## config.mk

```make
export PLATFORM = sky130hd
export DESIGN_NAME = csfo_top
export DESIGN_NICKNAME = d
export VERILOG_FILES = /design/src/hw/csfo_pkg.sv /design/src/hw/csfo_frame_tx.sv /design/src/hw/csfo_ms_tick.sv /design/src/hw/csfo_top.sv
export SDC_FILE = /design/constraint.sdc
export NUM_CORES = 1
export LEC_CHECK = 0
export BUFFER_PORTS_ARGS = -buffer_cell sky130_fd_sc_hd__buf_2
export CAP_MARGIN = 25
export CELL_PAD_IN_SITES_DETAIL_PLACEMENT = 2
export CELL_PAD_IN_SITES_GLOBAL_PLACEMENT = 2
export CORE_AREA = 8 8 117 200
export CTS_CLUSTER_SIZE = 25
export DETAILED_ROUTE_END_ITERATION = 7
export DIE_AREA = 0 0 125 208
export HOLD_SLACK_MARGIN = 0.15
export PLACE_DENSITY_LB_ADDON = 0.08
export SYNTH_ARGS = -nofsm -noshare
export SYNTH_HDL_FRONTEND = slang
export SYNTH_SLANG_ARGS = --single-unit
```

## constraint.sdc

```tcl
create_clock -name i_clk -period 7.35 [get_ports i_clk]
set_clock_uncertainty 0.2 [all_clocks]
set_input_delay 0 -clock i_clk [delete_from_list [all_inputs] [get_ports i_clk]]
set_output_delay 0 -clock i_clk [all_outputs]
set_load 0.02 [all_outputs]
```

## src/hw/csfo_pkg.sv

```systemverilog
// Behaviour
// - client fault starts fault frames immediately
// - no fault frames without a client fault
// - periodic frames continue until link up
// - on clearance stop or send one clear
// - per end point enable gates all frames
// - non-clear fault frame declares remote fault
// - no frame within 3.5 periods clears
// - clear-type frame clears remote fault at once
// - egress port down while remote fault
// - continuity loss brings egress port up
// - frame carries 3-bit maintenance level
// - version 0, opcode 52
// - flags 6:4 carry the fault type
// - flags 3:1 carry the period code
// - tlv offset zero, end tlv zero
// - frames only while end point up
// - aggregate member cannot be bound
// - aggregate link down faults like physical
// - events on raise, clear-by-frame, clear-by-timeout
// - period defaults to one second
// - frames drop-ineligible, configured priority
package csfo_pkg;

   // ----------------------------------------
   // clocking and timing
   // ----------------------------------------
   localparam int unsigned CLK_PERIOD_NS = 20;
   localparam int unsigned MS_IN_NS = 1000000;
   localparam int unsigned CYC_PER_MS = MS_IN_NS / CLK_PERIOD_NS;
   localparam int unsigned MS_W = 18;
   localparam logic [17:0] PERIOD_1S_MS = 18'h003E8;
   localparam logic [17:0] PERIOD_1M_MS = 18'h0EA60;
   localparam int unsigned TMO_NUM = 7;
   localparam int unsigned TMO_DEN = 2;

   // ----------------------------------------
   // register map
   // ----------------------------------------
   localparam logic [3:0] REG_CTRL = 4'h0;
   localparam logic [3:0] REG_STATUS = 4'h4;
   localparam logic [3:0] REG_EVENT = 4'h8;
   localparam int unsigned CTRL_TXEN = 0;
   localparam int unsigned CTRL_DCI = 1;
   localparam int unsigned CTRL_PMIN = 2;
   localparam int unsigned CTRL_LVL_LSB = 4;
   localparam int unsigned CTRL_TYPE_LSB = 8;
   localparam int unsigned CTRL_PRIO_LSB = 12;
   localparam logic [31:0] CTRL_RST = 32'h0000_0000;

   // ----------------------------------------
   // frame layout
   // ----------------------------------------
   localparam logic [4:0] CSF_VERSION = 5'h00;
   localparam logic [7:0] CSF_OPCODE = 8'h34;
   localparam logic [7:0] CSF_TLV_OFS = 8'h00;
   localparam logic [7:0] CSF_END_TLV = 8'h00;
   localparam logic [2:0] CSF_LAST_IDX = 3'h4;
   localparam int unsigned FLAG_TYPE_LSB = 4;
   localparam int unsigned FLAG_PER_LSB = 1;
   localparam logic [2:0] TYPE_LOS = 3'h0;
   localparam logic [2:0] TYPE_FDI = 3'h1;
   localparam logic [2:0] TYPE_RDI = 3'h2;
   localparam logic [2:0] TYPE_DCI = 3'h3;
   localparam logic [2:0] PER_1S = 3'h4;
   localparam logic [2:0] PER_1M = 3'h6;

   typedef struct packed {
      logic valid;
      logic sof;
      logic eof;
      logic [7:0] data;
      logic [2:0] prio;
      logic dei;
   } csfo_tx_t;

   typedef struct packed {
      logic valid;
      logic sof;
      logic eof;
      logic [7:0] data;
   } csfo_rx_t;

   typedef struct packed {
      logic raise;
      logic clr_dci;
      logic clr_tmo;
   } csfo_evt_t;

   typedef struct packed {
      logic [2:0] level;
      logic [2:0] ctype;
      logic [2:0] period;
      logic [2:0] prio;
   } csfo_hdr_t;

   function automatic logic [17:0] csfo_period_ms(input logic [2:0] code);
      return (code == PER_1M) ? PERIOD_1M_MS : PERIOD_1S_MS;
   endfunction

   function automatic logic [17:0] csfo_tmo_ms(input logic [2:0] code);
      logic [19:0] t;
      t = 20'(csfo_period_ms(code)) * 20'(TMO_NUM) / 20'(TMO_DEN);
      return t[17:0];
   endfunction

endpackage

```

## src/hw/csfo_frame_tx.sv

```systemverilog
`timescale 1ns/1ps
module csfo_frame_tx
   import csfo_pkg::*;
(
   input wire logic i_clk,
   input wire logic i_rst_b,
   input wire logic i_start,
   input wire csfo_hdr_t i_hdr,
   input wire logic i_ready,
   output logic o_busy,
   output csfo_tx_t o_tx
);

   logic [2:0] idx_ff;
   csfo_hdr_t hdr_ff;
   logic adv;

   assign adv = o_tx.valid & i_ready;
   assign o_busy = o_tx.valid;

   function automatic logic [7:0] frame_byte(input logic [2:0] i, input csfo_hdr_t h);
      logic [7:0] b;
      b = 8'h00;
      unique case (i)
         3'h0: b = {h.level, CSF_VERSION};
         3'h1: b = CSF_OPCODE;
         3'h2: b = {1'b0, h.ctype, h.period, 1'b0};
         3'h3: b = CSF_TLV_OFS;
         default: b = CSF_END_TLV;
      endcase
      return b;
   endfunction

   // ----------------------------------------
   // byte serialiser, stalls on ready low
   // ----------------------------------------
   always_ff @(posedge i_clk or negedge i_rst_b)
   begin
      if (!i_rst_b)
      begin
         idx_ff <= 3'h0;
         hdr_ff <= '0;
         o_tx <= '0;
      end
      else if (i_start && !o_tx.valid)
      begin
         idx_ff <= 3'h0;
         hdr_ff <= i_hdr;
         o_tx.valid <= 1'b1;
         o_tx.sof <= 1'b1;
         o_tx.eof <= 1'b0;
         o_tx.data <= frame_byte(3'h0, i_hdr);
         o_tx.prio <= i_hdr.prio;
         o_tx.dei <= 1'b0;
      end
      else if (adv)
      begin
         if (o_tx.eof)
         begin
            o_tx <= '0;
         end
         else
         begin
            idx_ff <= idx_ff + 3'h1;
            o_tx.sof <= 1'b0;
            o_tx.eof <= (idx_ff + 3'h1) == CSF_LAST_IDX;
            o_tx.data <= frame_byte(idx_ff + 3'h1, hdr_ff);
         end
      end
   end

endmodule

```

## src/hw/csfo_ms_tick.sv

```systemverilog
`timescale 1ns/1ps
module csfo_ms_tick
   import csfo_pkg::*;
#(
   parameter int unsigned P_CYC_PER_MS = CYC_PER_MS
)
(
   input wire logic i_clk,
   input wire logic i_rst_b,
   output logic o_tick_ff
);

   localparam int unsigned CW = $clog2(P_CYC_PER_MS + 1);
   logic [CW-1:0] cnt_ff;

   // ----------------------------------------
   // millisecond prescaler
   // ----------------------------------------
   always_ff @(posedge i_clk or negedge i_rst_b)
   begin
      if (!i_rst_b)
      begin
         cnt_ff <= '0;
         o_tick_ff <= 1'b0;
      end
      else if (cnt_ff == CW'(P_CYC_PER_MS - 1))
      begin
         cnt_ff <= '0;
         o_tick_ff <= 1'b1;
      end
      else
      begin
         cnt_ff <= cnt_ff + 1'b1;
         o_tick_ff <= 1'b0;
      end
   end

endmodule

```

## src/hw/csfo_top.sv

```systemverilog
// Implementation choices: the register addresses and the plain strobed port.
`timescale 1ns/1ps
module csfo_top
   import csfo_pkg::*;
#(
   parameter int unsigned P_CYC_PER_MS = CYC_PER_MS
)
(
   input wire logic i_clk,
   input wire logic i_rst_b,
   input wire logic [3:0] i_addr,
   input wire logic [31:0] i_wdata,
   input wire logic i_wr,
   input wire logic i_rd,
   input wire logic i_phys_link_up,
   input wire logic i_client_is_lag,
   input wire logic i_lag_link_up,
   input wire logic i_phys_is_lag_member,
   input wire logic i_mep_up,
   input wire logic i_rmep_ok,
   input wire csfo_rx_t i_rx,
   input wire logic i_tx_ready,
   output logic [31:0] o_rdata_ff,
   output csfo_tx_t o_tx,
   output logic o_egress_down_ff,
   output csfo_evt_t o_evt_ff
);

   typedef enum logic [0:0] {TX_IDLE, TX_ACTIVE} csfo_txst_t;

   logic [31:0] ctrl_ff;
   logic [2:0] evt_sticky_ff;
   logic bound_ff;
   logic fault_ff;
   csfo_txst_t tx_st_ff;
   csfo_txst_t nxt_tx_st;
   logic [MS_W-1:0] tx_ms_ff;
   logic [MS_W-1:0] nxt_tx_ms;
   logic pend_ff;
   logic pend_dci_ff;
   logic nxt_req;
   logic nxt_req_dci;
   logic tick;
   logic tx_busy;
   logic tx_start;
   logic allowed;
   logic client_up;
   csfo_hdr_t hdr;
   logic [7:0] rx_b_ff [0:3];
   logic [2:0] rx_idx_ff;
   logic rx_inframe_ff;
   logic rx_good;
   logic [2:0] rx_type;
   logic [2:0] rx_per;
   logic rfault_ff;
   logic [MS_W-1:0] rx_tmo_ff;
   logic tmo_hit;

   // ----------------------------------------
   // register port
   // ----------------------------------------
   always_ff @(posedge i_clk or negedge i_rst_b)
   begin
      if (!i_rst_b)
      begin
         ctrl_ff <= CTRL_RST;
      end
      else if (i_wr && i_addr == REG_CTRL)
      begin
         ctrl_ff <= i_wdata;
      end
   end

   // set wins over the write-one clear so no event is lost
   always_ff @(posedge i_clk or negedge i_rst_b)
   begin
      if (!i_rst_b)
      begin
         evt_sticky_ff <= 3'h0;
      end
      else
      begin
         evt_sticky_ff <= (evt_sticky_ff & ~((i_wr && i_addr == REG_EVENT) ?
            i_wdata[2:0] : 3'h0)) | {o_evt_ff.clr_tmo, o_evt_ff.clr_dci, o_evt_ff.raise};
      end
   end

   always_ff @(posedge i_clk or negedge i_rst_b)
   begin
      if (!i_rst_b)
      begin
         o_rdata_ff <= 32'h0000_0000;
      end
      else if (i_rd)
      begin
         unique case (i_addr)
            REG_CTRL: o_rdata_ff <= ctrl_ff;
            REG_STATUS: o_rdata_ff <= {26'h0, i_mep_up, bound_ff, o_egress_down_ff,
               tx_st_ff == TX_ACTIVE, rfault_ff, fault_ff};
            REG_EVENT: o_rdata_ff <= {29'h0, evt_sticky_ff};
            default: o_rdata_ff <= 32'h0000_0000;
         endcase
      end
      else
      begin
         o_rdata_ff <= 32'h0000_0000;
      end
   end

   // ----------------------------------------
   // client port monitoring
   // ----------------------------------------
   assign client_up = i_client_is_lag ? i_lag_link_up : i_phys_link_up;

   always_ff @(posedge i_clk or negedge i_rst_b)
   begin
      if (!i_rst_b)
      begin
         bound_ff <= 1'b0;
         fault_ff <= 1'b0;
      end
      else
      begin
         // a member port is never a valid client, so it never faults
         bound_ff <= i_client_is_lag || !i_phys_is_lag_member;
         fault_ff <= bound_ff && !client_up;
      end
   end

   // ----------------------------------------
   // transmit sequencing
   // ----------------------------------------
   assign allowed = ctrl_ff[CTRL_TXEN] && i_mep_up && bound_ff;

   always_comb
   begin
      nxt_tx_st = tx_st_ff;
      nxt_tx_ms = tx_ms_ff;
      nxt_req = 1'b0;
      nxt_req_dci = 1'b0;
      unique case (tx_st_ff)
         TX_IDLE:
         begin
            if (allowed && fault_ff)
            begin
               nxt_tx_st = TX_ACTIVE;
               nxt_req = 1'b1;
               nxt_tx_ms = csfo_period_ms(hdr.period) - 18'h00001;
            end
         end
         TX_ACTIVE:
         begin
            if (!allowed)
            begin
               nxt_tx_st = TX_IDLE;
            end
            else if (!fault_ff)
            begin
               nxt_tx_st = TX_IDLE;
               nxt_req = ctrl_ff[CTRL_DCI];
               nxt_req_dci = 1'b1;
            end
            else if (tick)
            begin
               if (tx_ms_ff == '0)
               begin
                  nxt_req = 1'b1;
                  nxt_tx_ms = csfo_period_ms(hdr.period) - 18'h00001;
               end
               else
               begin
                  nxt_tx_ms = tx_ms_ff - 18'h00001;
               end
            end
         end
      endcase
   end

   always_ff @(posedge i_clk or negedge i_rst_b)
   begin
      if (!i_rst_b)
      begin
         tx_st_ff <= TX_IDLE;
         tx_ms_ff <= '0;
      end
      else
      begin
         tx_st_ff <= nxt_tx_st;
         tx_ms_ff <= nxt_tx_ms;
      end
   end

   // a request waits for the serialiser; losing the enable drops it
   always_ff @(posedge i_clk or negedge i_rst_b)
   begin
      if (!i_rst_b)
      begin
         pend_ff <= 1'b0;
         pend_dci_ff <= 1'b0;
      end
      else if (!allowed)
      begin
         pend_ff <= 1'b0;
         pend_dci_ff <= 1'b0;
      end
      else if (nxt_req)
      begin
         pend_ff <= 1'b1;
         pend_dci_ff <= nxt_req_dci;
      end
      else if (tx_start)
      begin
         pend_ff <= 1'b0;
      end
   end

   assign tx_start = pend_ff && !tx_busy && allowed && (fault_ff || pend_dci_ff);
   assign hdr.level = ctrl_ff[CTRL_LVL_LSB +: 3];
   assign hdr.ctype = pend_dci_ff ? TYPE_DCI : ctrl_ff[CTRL_TYPE_LSB +: 3];
   assign hdr.period = ctrl_ff[CTRL_PMIN] ? PER_1M : PER_1S;
   assign hdr.prio = ctrl_ff[CTRL_PRIO_LSB +: 3];

   csfo_ms_tick #(
      .P_CYC_PER_MS(P_CYC_PER_MS)
   ) u_tick (
      .i_clk(i_clk),
      .i_rst_b(i_rst_b),
      .o_tick_ff(tick)
   );

   csfo_frame_tx u_ftx (
      .i_clk(i_clk),
      .i_rst_b(i_rst_b),
      .i_start(tx_start),
      .i_hdr(hdr),
      .i_ready(i_tx_ready),
      .o_busy(tx_busy),
      .o_tx(o_tx)
   );

   // ----------------------------------------
   // receive parsing
   // ----------------------------------------
   always_ff @(posedge i_clk or negedge i_rst_b)
   begin
      if (!i_rst_b)
      begin
         rx_idx_ff <= 3'h0;
         rx_inframe_ff <= 1'b0;
         for (int i = 0; i < 4; i++)
         begin
            rx_b_ff[i] <= 8'h00;
         end
      end
      else if (i_rx.valid)
      begin
         if (i_rx.sof)
         begin
            rx_b_ff[0] <= i_rx.data;
            rx_idx_ff <= 3'h1;
            rx_inframe_ff <= !i_rx.eof;
         end
         else if (rx_inframe_ff)
         begin
            if (rx_idx_ff < CSF_LAST_IDX)
            begin
               rx_b_ff[rx_idx_ff[1:0]] <= i_rx.data;
            end
            rx_idx_ff <= (rx_idx_ff == 3'h7) ? rx_idx_ff : rx_idx_ff + 3'h1;
            rx_inframe_ff <= !i_rx.eof;
         end
      end
   end

   // spare flag bits 7 and 0 are not looked at
   assign rx_type = rx_b_ff[2][FLAG_TYPE_LSB +: 3];
   assign rx_per = rx_b_ff[2][FLAG_PER_LSB +: 3];
   assign rx_good = i_rx.valid && i_rx.eof && !i_rx.sof && rx_inframe_ff
      && rx_idx_ff == CSF_LAST_IDX
      && rx_b_ff[0] == {ctrl_ff[CTRL_LVL_LSB +: 3], CSF_VERSION}
      && rx_b_ff[1] == CSF_OPCODE
      && (rx_per == PER_1S || rx_per == PER_1M)
      && rx_b_ff[3] == CSF_TLV_OFS && i_rx.data == CSF_END_TLV;

   // ----------------------------------------
   // remote fault condition
   // ----------------------------------------
   assign tmo_hit = rfault_ff && tick && rx_tmo_ff == '0;

   always_ff @(posedge i_clk or negedge i_rst_b)
   begin
      if (!i_rst_b)
      begin
         rfault_ff <= 1'b0;
         rx_tmo_ff <= '0;
      end
      else if (!i_rmep_ok)
      begin
         rfault_ff <= 1'b0;
      end
      else if (rx_good && rx_type != TYPE_DCI)
      begin
         rfault_ff <= 1'b1;
         rx_tmo_ff <= csfo_tmo_ms(rx_per) - 18'h00001;
      end
      else if (rx_good)
      begin
         rfault_ff <= 1'b0;
      end
      else if (tmo_hit)
      begin
         rfault_ff <= 1'b0;
      end
      else if (tick && rx_tmo_ff != '0)
      begin
         rx_tmo_ff <= rx_tmo_ff - 18'h00001;
      end
   end

   always_ff @(posedge i_clk or negedge i_rst_b)
   begin
      if (!i_rst_b)
      begin
         o_egress_down_ff <= 1'b0;
         o_evt_ff <= '0;
      end
      else
      begin
         o_egress_down_ff <= rfault_ff;
         o_evt_ff.raise <= i_rmep_ok && rx_good && rx_type != TYPE_DCI && !rfault_ff;
         o_evt_ff.clr_dci <= i_rmep_ok && rx_good && rx_type == TYPE_DCI && rfault_ff;
         o_evt_ff.clr_tmo <= i_rmep_ok && !rx_good && tmo_hit;
      end
   end
endmodule

```

* Word level (Yosys, flattened, before mapping)
Cells that the tools add are included.
** Operators by class
- Add/sub/neg operators :: 7
- Multipliers :: 1
- Divide/modulo/power cells :: 0
- Magnitude comparators :: 3
- Eq/ne operators :: 26
- Shifts and indexed selects :: 0
- Multiplexer cells :: 60
- Bitwise logic cells :: 7
- Reduce and logical (&&, ||, !) cells :: 60
** Operators by type and width (count)
- $mux 18 :: 9
- $mux 32 :: 3
- $pmux 32 s3 :: 1
- $sub 18x1->18 const B :: 3
- $mux 16 :: 3
- $logic_not 18->1 :: 2
- $pmux 18 s2 :: 1
- $bwmux 32 :: 1
- $logic_and 1x1->1 :: 31
- $mux 15 :: 2
- $mux 3 :: 8
- $pmux 8 s3 :: 1
- $mux 1 :: 23
- $mul 16x3->19 const B :: 1
- $eq 3x3->1 const B :: 6
- $reduce_bool 18->1 :: 1
- $sub 16x1->17 const B :: 1
- $add 16x1->16 const B :: 1
- $demux 8 s2 :: 1
- $eq 16x16->1 const B :: 1
- $logic_not 8->1 :: 2
- $mux 8 :: 2
- $reduce_and 4->1 :: 3
- $ne 2x2->1 const B :: 5
- other kinds (30) :: 52
** Word-level totals
- Register bits :: 193
- Latch bits :: 0
- Bits in writable memories :: 0
- Bits in read-only memories :: 0
- Input bits :: 58
- Output and inout bits :: 51
- Word-level logic and storage cells :: 197
- Memories kept :: 0

* Longest topological paths before layout
Gate-level depths: netlist of run 1.
- Depth in word-level cells :: 12
- Gate-level depth with buffers :: 16
- Mapped depth without buffers :: 14

* By module
A second synthesis of run 1 with hierarchy kept.
** Unflattened totals
- Cell total of the unflattened synthesis :: 756
- Area, all modules :: 8610.8 sq um
** Modules (own cells, without submodules)
- csfo_top :: times used 1, cells an instance 584, area each 6606.3 sq um, sequential area each 3678.5 sq um
- csfo_frame_tx :: times used 1, cells an instance 104, area each 1217.4 sq um, sequential area each 625.6 sq um
- csfo_ms_tick :: times used 1, cells an instance 68, area each 787.0 sq um, sequential area each 425.4 sq um

* Least setup slack after synthesis of run 1
No wires, ideal clock.
- Path kind :: register -> register
- From :: reg rx_idx_ff[0]
- To :: reg rx_tmo_ff[14]
- Library setup time :: 123 ps
- Data arrival time :: 3408 ps
- Data required time :: 7027 ps
- Setup slack :: 3618 ps
- Cell stages (with the launch flop) :: 17
- Buffers on the path :: 2
- Clock period less this slack :: 3732 ps
- Path through :: dfrtp_1 > inv_1 > ha_1 > and4_1 > nand4_1 > nor4_4 > nand2_1 > clkbuf_1 > nand2_1 > ha_1 > inv_1 > or3_1 > clkbuf_1 > or4_1 > nor4_1 > mux2_2 > mux2i_1
** Between the ends
- Cells in the longest elaborated chain, start to end :: 10
- Elaborated cells between the ends (all ways) :: 13
- Classes of those cells :: eq/ne (3); mux (1); reduce/logical (9)
** RTL lines
- start, declared :: line csfo_top.sv:50 : logic [2:0] rx_idx_ff;
- start signal, assigned :: line csfo_top.sv:269 : rx_idx_ff <= (rx_idx_ff == 3'h7) ? rx_idx_ff : rx_idx_ff + 3'h1;
- $eq 3x3->1 * :: line csfo_top.sv:279 : && rx_idx_ff == CSF_LAST_IDX
- $logic_and 1x1->1 * :: line csfo_top.sv:279
- $logic_and 1x1->1 * :: line csfo_top.sv:280 : && rx_b_ff[0] == {ctrl_ff[CTRL_LVL_LSB +: 3], CSF_VERSION}
- $logic_and 1x1->1 * :: line csfo_top.sv:281 : && rx_b_ff[1] == CSF_OPCODE
- $logic_and 1x1->1 * :: line csfo_top.sv:282 : && (rx_per == PER_1S || rx_per == PER_1M)
- $logic_and 1x1->1 * (2 in series) :: line csfo_top.sv:283 : && rx_b_ff[3] == CSF_TLV_OFS && i_rx.data == CSF_END_TLV;
- $logic_and 1x1->1 :: line csfo_top.sv:301 : else if (rx_good && rx_type != TYPE_DCI)
- $ne 2x1->1 (no line) or $reduce_bool 2->1 (tied branches)
- $reduce_and 4->1 (no line)
- end signal, assigned :: line csfo_top.sv:304 : rx_tmo_ff <= csfo_tmo_ms(rx_per) - 18'h00001;
- end signal, assigned :: line csfo_top.sv:316 : rx_tmo_ff <= rx_tmo_ff - 18'h00001;
- end, declared :: line csfo_top.sv:56 : logic [MS_W-1:0] rx_tmo_ff;
Mark *: on every way between the ends. The rest lies on a longest branch, timed or not.
A chain may end at the register's enable or synchronous reset.

* Final worst setup path of run 1
Same ends and word-level chain as after synthesis.

==> results of run 1 <==
power groups by stage:
stage	sequential, uW	clock, uW	combinational (uW)
2_1_floorplan	1320	0	271
5_1_grt	1360	1030	509
4_1_cts	1330	984	459
6_report	1340	975	463
3_5_place_dp	1350	0	412
3_3_place_gp	1330	0	379
cells by family (layout without fill, tap and decap cells):
kind of cell,after synthesis,in the layout
other,1,4
adders and majority gates,12,12
DFF,187,187
and+or+nand+nor,284,284
muxes,77,77
AOI/OAI and AO/OA,127,127
buffers and inverters,44,242
xor gates and xnor gates,17,17
routing by layer:
| metal | vias to the layer above | share of wire [%] | wire, um |
|---|---|---|---|
| li1 | 3038 | - | - |
| met1 | 3510 | 36 | 10440 |
| met2 | 131 | 58 | 16750 |
| met3 | 46 | 2.8 | 811 |
| met4 | 0 | 2.7 | 787 |
| met5 | - | 0 | 0 |
cell usage after synthesis, types with 8 or more instances:
library cell / instances
sky130_fd_sc_hd__xor2_1: 10
sky130_fd_sc_hd__inv_1: 14
sky130_fd_sc_hd__a21oi_1: 36
sky130_fd_sc_hd__nand4_1: 11
sky130_fd_sc_hd__clkbuf_1: 15
sky130_fd_sc_hd__mux2i_1: 13
sky130_fd_sc_hd__or3_1: 15
sky130_fd_sc_hd__ha_1: 12
sky130_fd_sc_hd__nor3_1: 20
sky130_fd_sc_hd__mux2_2: 64
sky130_fd_sc_hd__nand3_1: 16
sky130_fd_sc_hd__o211ai_1: 8
sky130_fd_sc_hd__nor4_1: 14
sky130_fd_sc_hd__nand2_1: 76
sky130_fd_sc_hd__and2_1: 31
sky130_fd_sc_hd__o21ai_0: 29
sky130_fd_sc_hd__nor2_1: 59
sky130_fd_sc_hd__dfrtp_1: 187
cell type report:
cell class	count	area, sq um	area share (%)
diodes	1	2.502	0.02365
clock buffers	20	456.7	4.315
clock inverters	12	156.4	1.478
inverters	15	56.30	0.5320
multi-input cells	520	3458	32.68
flip-flops and latches	187	4679	44.22
well taps	252	315.3	2.979
repair buffers	195	1458	13.77
how the worst max path moves through the flow:
stage / start / endpoint / slack [ns] / depth (start not counted)
2_1_floorplan: rx_idx_ff[0] / rx_tmo_ff[14] / 3.62 / 16
3_3_place_gp: rx_idx_ff[0] / rx_tmo_ff[14] / 3.18 / 14
3_5_place_dp: rx_idx_ff[0] / rx_tmo_ff[14] / 2.98 / 14
4_1_cts: rx_idx_ff[0] / rx_tmo_ff[14] / 2.86 / 14
5_1_grt: rx_idx_ff[0] / rx_tmo_ff[14] / 2.60 / 14
6_report: rx_idx_ff[0] / rx_tmo_ff[14] / 2.81 / 14
worst reg2reg max path: stages (launching register included):
cell	delay (ns)
sky130_fd_sc_hd__dfrtp_1	0.43
sky130_fd_sc_hd__inv_1	0.13
sky130_fd_sc_hd__ha_1	0.18
sky130_fd_sc_hd__and4_1	0.22
sky130_fd_sc_hd__nand4_1	0.21
sky130_fd_sc_hd__nor4_4	0.56
sky130_fd_sc_hd__nand2_1	0.43
sky130_fd_sc_hd__nand2_1	0.21
sky130_fd_sc_hd__ha_1	0.24
sky130_fd_sc_hd__inv_1	0.11
sky130_fd_sc_hd__or3_1	0.48
sky130_fd_sc_hd__or4_1	0.50
sky130_fd_sc_hd__nor4_1	0.25
sky130_fd_sc_hd__mux2_2	0.22
sky130_fd_sc_hd__mux2i_1	0.07
metrics by stage:
step	power [uW]	area, sq um	hold WS (ns)
2_1_floorplan	1586	8327	-0.4956
3_3_place_gp	1704	9074	-0.03405
3_5_place_dp	1762	9081	-0.01234
4_1_cts	2777	10550	0.1542
5_1_grt	2895	10580	0.1625
6_report	2779	10580	0.1417
state kept, by name, summed over array words and instances (netlist names), 8 cells and up:
name	cells
ctrl_ff	32
o_rdata_ff	32
rx_b_ff	30
rx_tmo_ff	18
tx_ms_ff	18
u_tick.cnt_ff	16
u_ftx.o_tx	11
u_ftx.hdr_ff	8
timing repair:
action,in CTS,in global routing
endpoints found under the setup margin,0,0
endpoints found under the hold margin,220,0
hold buffers,84,0
buffers inserted,0,0
==> results.md, run 1 <==
Drt:
- For this run, design rule violations remaining after detail routing come to 0.
- The count of routing violations after the opening detailed-route iteration is 283.
- The per-cell via count in the routed design is 5.595.
- The detailed router placed 6,725 vias in this run.
- Dividing the detail-routed wire length by the instance count gives 23.95 um.
- The number of optimization iterations in the first detailed-route pass is 4.
- The final routed wirelength across all metal layers is 28.79 mm.
- The post-detailed-route count of antenna-violating nets is 0.

Clock network:
- The clock net in this run drives a total of 187 sinks.
- The deepest clock path buffer count is 2.
- The cell chosen for the clock root is sky130_fd_sc_hd__clkbuf_16.
- TritonCTS built the clock tree.
- The clock tree synthesis step divided the H-tree into 4 levels.
- The clock latency on the worst-skew pair is 0.45 ns.
- The number of gates resized after CTS is 0.
- The clock-pin transition on the worst setup and hold timing paths is 0.08 ns.
- In this run, CTS created clock tree buffers numbering 17.

Global routing:
- The total overflow left after global routing is 0.
- The global-route track usage on met2 is 44.19%.
- The number of global-route vias before repair is 7,942.
- Global routing consumed, on the met1 layer, 22.82% of the routing resources.
- The maximum number of pins on one net before global-route repair is 112.
- The number of antenna violations at the first check in global routing was 1.
- For this run, the total global-route usage over all layers was measured as 22.70%.
- met2 is the most crowded layer.
- The first global-routing pass estimated 45.67 mm of wire.
- For this run, global-route usage on met3 was measured as 4.277%.

Yosys:
- The post-synthesis instance area is 0.008319 sq mm.
- The register bit total from synthesis is 187.
- The number of enable flip-flop cells after synthesis is 0.
- The average cell area after synthesis is 11.11 sq um.
- The instance count of the mapped netlist is 749.
- The share of synthesized cell area in full adder, half adder and majority cells is 1.805%.
- sky130_fd_sc_hd__dfrtp_1 takes more of the synthesized area than any other cell.
- The most common flop cell mapped by yosys is sky130_fd_sc_hd__dfrtp_1.
- The multiplexer share of the synthesized area is 10.23%.
- Sorting the synthesized cells by area gives the leading types as sky130_fd_sc_hd__dfrtp_1 (56%), sky130_fd_sc_hd__mux2_2 (8.7%), sky130_fd_sc_hd__nand2_1 (3.4%).
- By area, the combinational part of the netlist is dominated by simple AND/OR/NAND/NOR gates.
- After synthesis, the netlist uses 64 different library cells.
- During synthesis, Yosys emitted a total of 0 warnings.
- After Yosys synthesis, XOR and XNOR cells account for 1.790% of the synthesized area.
- The simple logic cell fraction of the synthesized area is 17.51%.
- Summing the areas of all compound-gate instances in the mapped netlist gives 9.926% of the synthesized area.
- Of the synthesized area, sequential elements account for 56.25%.
- In the synthesized netlist the async set-or-reset flop fraction comes to 100.0%.
- The synthesized design devotes to its leading area cell type 56.25% of total area.

Min path:
- The min-delay analysis places its worst path in the category in -> reg.
- The startpoint identified for the worst hold timing path is i_wdata[21].
- The endpoint of the worst hold-timing path is ctrl_ff[21].
- The worst hold path was traced through 3 stages.

Setup path:
- STA puts the critical path data arrival time at 4.67 ns.
- STA classifies the critical path endpoint as a register.
- The capture instance of the worst register-to-register path is rx_tmo_ff[14].
- The largest delay contributor family on the critical path is simple AND/OR/NAND/NOR gates.
- The path depth of the worst reg2reg path is 14.
- Walking the worst path, the cells encountered are inv_1, ha_1, and4_1, nand4_1, nor4_4, nand2_1, nand2_1, ha_1, inv_1, or3_1, or4_1, nor4_1, mux2_2, mux2i_1.
- The maximum fanout count along the critical path is 13.
- The worst register-to-register path has a setup slack of 2.81 ns.
- The critical path start-end classification is reg -> reg.
- The worst setup path is launched from a register.
- The slowest stage cell on the critical path is sky130_fd_sc_hd__nor4_4.
- At the worst endpoint, the required time is 7.48 ns.
- The largest single stage delay on the critical path is 0.56 ns.
- The startpoint identified for the worst register-to-register timing path is rx_idx_ff[0].
- Together, buffers and inverters on the worst path number 2.

STA:
- The final count of hold timing violations came to 0.
- Derived from the worst setup path, the maximum achievable clock frequency is 0.2203 GHz.
- Setup violations remaining at the end of the flow were counted as 0.
- At the pin with the least slew margin, the transition time is 0.7904 ns.
- The headroom to the max-slew limit is 46.95%.
- The final-layout setup total negative slack is 0 ns.
- The ratio of final minimum period to clock period is 61.76%.
- The count of final max-slew check failures is 0.
- The final critical-path required period is 4.539 ns.
- The final worst-path setup slack is 2.811 ns.
- Setup repair after global routing left no endpoint under its margin.

Final layout:
- The library cells used most frequently in the layout, excluding fill and tap cells, are sky130_fd_sc_hd__dfrtp_1 (187), sky130_fd_sc_hd__buf_2 (104), sky130_fd_sc_hd__dlygate4sd3_1 (83).
- The fraction of layout instances using a drive strength above 1 is 23.60%.
- The filler cell count in the final layout is 2,056.
- For this run, the post-layout net count is 1,006.
- Once layout is complete, the cells apart from fillers number 1,202.
- The share of the core filled with cells in the final layout is 51.20%.
- The most common library cell in the layout ignoring fill and taps is sky130_fd_sc_hd__dfrtp_1.
- The layout overhead on the synthesized area is 27.21%.

Run:
- The tool flagged a number of max-cap violations equal to 0.

Pwr:
- The design internal power is 1951 uW.
- The clock share of power is 35.1%.
- The leakage power summed over all cells is 0.004920 uW.
- The share of total power consumed by net switching is 29.81%.
- The peak ir drop on the vdd network is 0.1861 mV.
- The sequential cell fraction of total power is 48.3%.
- The switching power is 828.5 uW.
- For this design the ratio of total power to cell area is 262.6 mW/mm^2.
- Per report_power, the combinational group accounts for 16.7% of the total.

Floorplan:
- In this run the vertical extent of the chip is 208 um.
- The core region area is 0.02067 sq mm.
- The number of top-level design ports is 109.
- From left edge to right edge, the die measures 125 um.
- The full die area is 0.02600 sq mm.
- The starting density of the core is 40.25%.
- Row generation in the floorplan step produced 70 rows.

Placement:
- The worst setup slack before clock tree synthesis is 2.980 ns.
- Port buffering added 105 buffers.
- The HPWL after detailed placement is 18.02 mm.
- The congestion estimate from routability-driven global placement came to 0.8559.
- Once placement completed, the tool counted placed cells totaling 1,084.

Run status:
- The run finished with clean final reports.
Note: power is estimated with default switching activity, not from simulation.
==> inputs of run 2 (changes only) <==
Settings changed: CORE_AREA 8 8 117 200 to 8 8 128 218, DIE_AREA 0 0 125 208 to 0 0 136 226.
Clock period 7.35 ns to 3.85 ns, I/O delays scaled along.
==> results.md, run 2 (synthesis gave the netlist of run 1 again) <==
Setup path:
- The maximum fanout count along the critical path is 8 (-5).
- The startpoint type of the worst setup path is a register.
- The signal on the critical path passes through inv_1, ha_1, and4_1, nand4_1, nor4_4, nand2_2, nand2_1, ha_1, inv_1, or3_4, or4_1, nor4_1, mux2_2, mux2i_1.
- The longest individual stage delay on the worst path came to 0.43 ns (-0.13 ns).
- The startpoint of the most critical register-to-register path is rx_idx_ff[0].
- The data required time at the worst endpoint is 3.98 ns (-3.50 ns).
- The slowest stage cell on the critical path is sky130_fd_sc_hd__or3_4.
- The register-to-register setup slack is 0.32 ns (-2.49 ns).
- The critical path is of the reg -> reg type.
- The endpoint identified for the worst register-to-register timing path is rx_tmo_ff[14].
- The start point of the critical path is rx_idx_ff[0].
- Following the worst setup path forward leads to its endpoint at rx_tmo_ff[14].
- The worst setup path is captured at a register.
- The worst path arrival time came to 3.67 ns (-1.00 ns).
- The path depth of the worst reg2reg path is 14 (unchanged).

Pwr:
- The power per unit of standard cell area is 481.9 mW/mm^2 (+83%).
- The peak ir drop on the vdd network is 0.3368 mV (+81%).
- The leakage power summed over all cells was 0.004972 uW (+1.0%).
- The share of total power in combinational logic is 16.7% (about the same).
- The design internal power is 3644 uW (+87%).
- The sequential cell fraction of total power was 49.1% (+0.8 points).
- The clock share of power is 34.2% (-0.9 points).
- The switching power is 1539 uW (+86%).
- The share of total power consumed by net switching is 29.69% (-0.11 points).

Drt:
- The average routed wire per standard cell was 21.54 um (-10%).
- The vias after detailed routing is 6,645 (-1.2%).
- The number of remaining DRC errors is 0 (unchanged).
- The per-cell via count in the routed design is 5.191 (-7.2%).
- The count of routing violations after the opening detailed-route iteration came to 251 (-11%).
- The post-detailed-route count of antenna-violating nets was 0 (unchanged).
- The number of optimization iterations in the first detailed-route pass is 4 (unchanged).
- The final routed wirelength across all metal layers is 27.57 mm (-4.2%).

Min path:
- The worst hold-check path type is in -> reg.

Floorplan:
- The full die area came to 0.03074 sq mm (+18%).
- The core region area is 0.02505 sq mm (+21%).
- The overall die height came to 226 um (+8.7%).
- The width of the die is 136 um (+8.8%).
- The number of placement rows came to 77 (+10%).
- The number of top-level design ports came to 109 (unchanged).
- The starting density of the core is 33.21% (-7.0 points).

Final layout:
- The final-stage net count was 1,020 (+1.4%).
- Relative to the synthesized area, the layout overhead comes to 29.28%.
- The share of the core filled with cells in the final layout was 42.94% (-8.3 points).
- The largest registers in the layout are ctrl_ff (32), o_rdata_ff (32), rx_b_ff (30).
- The library cells used most frequently in the layout, excluding fill and tap cells, are sky130_fd_sc_hd__dfrtp_1 (187), sky130_fd_sc_hd__buf_2 (104), sky130_fd_sc_hd__dlygate4sd3_1 (92).
- The post-route non-filler standard cell count came to 1,280 (+6.5%).
- The fraction of layout instances using a drive strength above 1 is 23.99% (+0.38 points).
- The most common library cell in the layout ignoring fill and taps is sky130_fd_sc_hd__dfrtp_1.
- The filler cell count in the final layout was 2,576 (+25%).

STA:
- Setup repair after global routing left no endpoint under its margin.
- The final critical-path required period is 3.532 ns (-1.007 ns).
- The number of endpoints failing setup at the final stage came to 0 (unchanged).
- The maximum clock frequency is 0.2831 GHz (+29%).
- The ratio of final minimum period to clock period is 91.73% (+30 points).
- The count of final max-slew check failures was 0 (unchanged).
- The pin slew with the least headroom to its limit came to 0.8229 ns (+0.03241 ns).
- The final count of hold timing violations is 0 (unchanged).
- The final-layout setup total negative slack is 0 ns (unchanged).
- The headroom to the max-slew limit was 44.78% (-2.2 points).

Clock network:
- The total number of H-tree levels came to 4 (unchanged).
- The clock latency on the worst-skew pair is 0.46 ns (about the same).
- The cell chosen for the clock root is sky130_fd_sc_hd__clkbuf_16.
- The deepest clock path buffer count was 2 (unchanged).
- The number of buffers added by the clock tree synthesis step was 17 (unchanged).
- The clock tree from TritonCTS is built.
- The clock-pin transition on the worst setup and hold timing paths is 0.07 ns (about the same).
- The number of clock sinks was 187 (unchanged).

Global routing:
- The total grt overflow is 0 (unchanged).
- The number of global-route vias before repair is 7,794 (-1.9%).
- The global-route usage over all layers is 19.04% (-3.7 points).
- The number of antenna violations at the first check in global routing is 1 (unchanged).
- The global-route wire length before repair was 44.51 mm (-2.6%).
- The maximum number of pins on one net before global-route repair is 78 (-30%).

Placement:
- The placed cell count is 1,152 (+6.3%).
- The final weighted congestion of routability-driven global placement came to 0.8069 (-5.7%).
- The HPWL after detailed placement is 18.52 mm (+2.8%).
- The total of buffers placed on input and output ports came to 105 (unchanged).

Run:
- The total of max-cap violations was 0 (unchanged).

Run status:
- The run finished with clean final reports.
[run 2: cell count changes in the layout (fill, tap and decap cells not counted), moves of 2 or more]
cell / change
sky130_fd_sc_hd__dlygate4sd3_1: +9
sky130_fd_sc_hd__buf_4: +5
sky130_fd_sc_hd__clkinv_2: +3
sky130_fd_sc_hd__clkinvlp_4: -2
[run 2: power groups by stage]
stage	combinational [uW]	clock, uW	sequential [uW]
3_3_place_gp	735	0	2530
4_1_cts	872	1830	2540
2_1_floorplan	518	0	2510
3_5_place_dp	788	0	2570
6_report	864	1770	2550
5_1_grt	965	1910	2590
[run 2: timing repair]
item,in CTS,in global routing
hold buffers,91,2
endpoints found under the hold margin,325,2
setup endpoints to repair,0,2
setup buffers,0,2
resized for setup,0,2
[run 2: worst min path at each step]
stage	from	depth (start not counted)	slack [ns]	to
4_1_cts	i_wdata[13]	3	0.15	ctrl_ff[13]
3_3_place_gp	i_rst_b	1	-0.14	o_rdata_ff[14]
5_1_grt	i_wdata[27]	3	0.17	ctrl_ff[27]
3_5_place_dp	i_rst_b	1	-0.13	o_rdata_ff[14]
6_report	i_wdata[27]	3	0.16	ctrl_ff[27]
2_1_floorplan	i_rst_b	0	-0.50	bound_ff
[run 2: final cells by class]
cell class	count	area [sq um]	share of cell area, %
clock inverter	13	135.1	1.256
inverter	15	56.30	0.5235
antenna	1	2.502	0.02327
multi-input combinational	520	3466	32.22
tap	316	395.4	3.676
timing repair buffer	209	1578	14.67
sequential	187	4679	43.51
clock buffer	19	442.9	4.118
[run 2: per-stage QoR]
step | power (uW) | setup slack (ns) | hold WS [ns] | instance area, sq um
final | 5183 | 0.3182 | 0.1572 | 10760
after global routing | 5460 | 0.05617 | 0.1718 | 10760
after CTS | 5244 | 0.007966 | 0.1512 | 10710
after detailed placement | 3362 | 0.02800 | -0.1272 | 9204
after global placement | 3269 | 0.1759 | -0.1407 | 9204
after floorplan | 3028 | 0.1183 | -0.4956 | 8327
[run 2: critical path: cells and delay by family (launching register included)]
| family | cells | cell delay, ns |
|---|---|---|
| buffers and inverters | 2 | 0.23 |
| muxes | 2 | 0.25 |
| DFF | 1 | 0.42 |
| and+or+nand+nor | 8 | 1.91 |
| adders and majority gates | 2 | 0.41 |
[run 2: per-layer routing]
metal | wire length (um) | vias up | global-route usage, %
met1 | 10110 | 3451 | 19.42
li1 | - | 3064 | -
met3 | 838 | 37 | 3.786
met2 | 15800 | 93 | 36.45
met4 | 827 | 0 | 7.654
met5 | 0 | - | 0
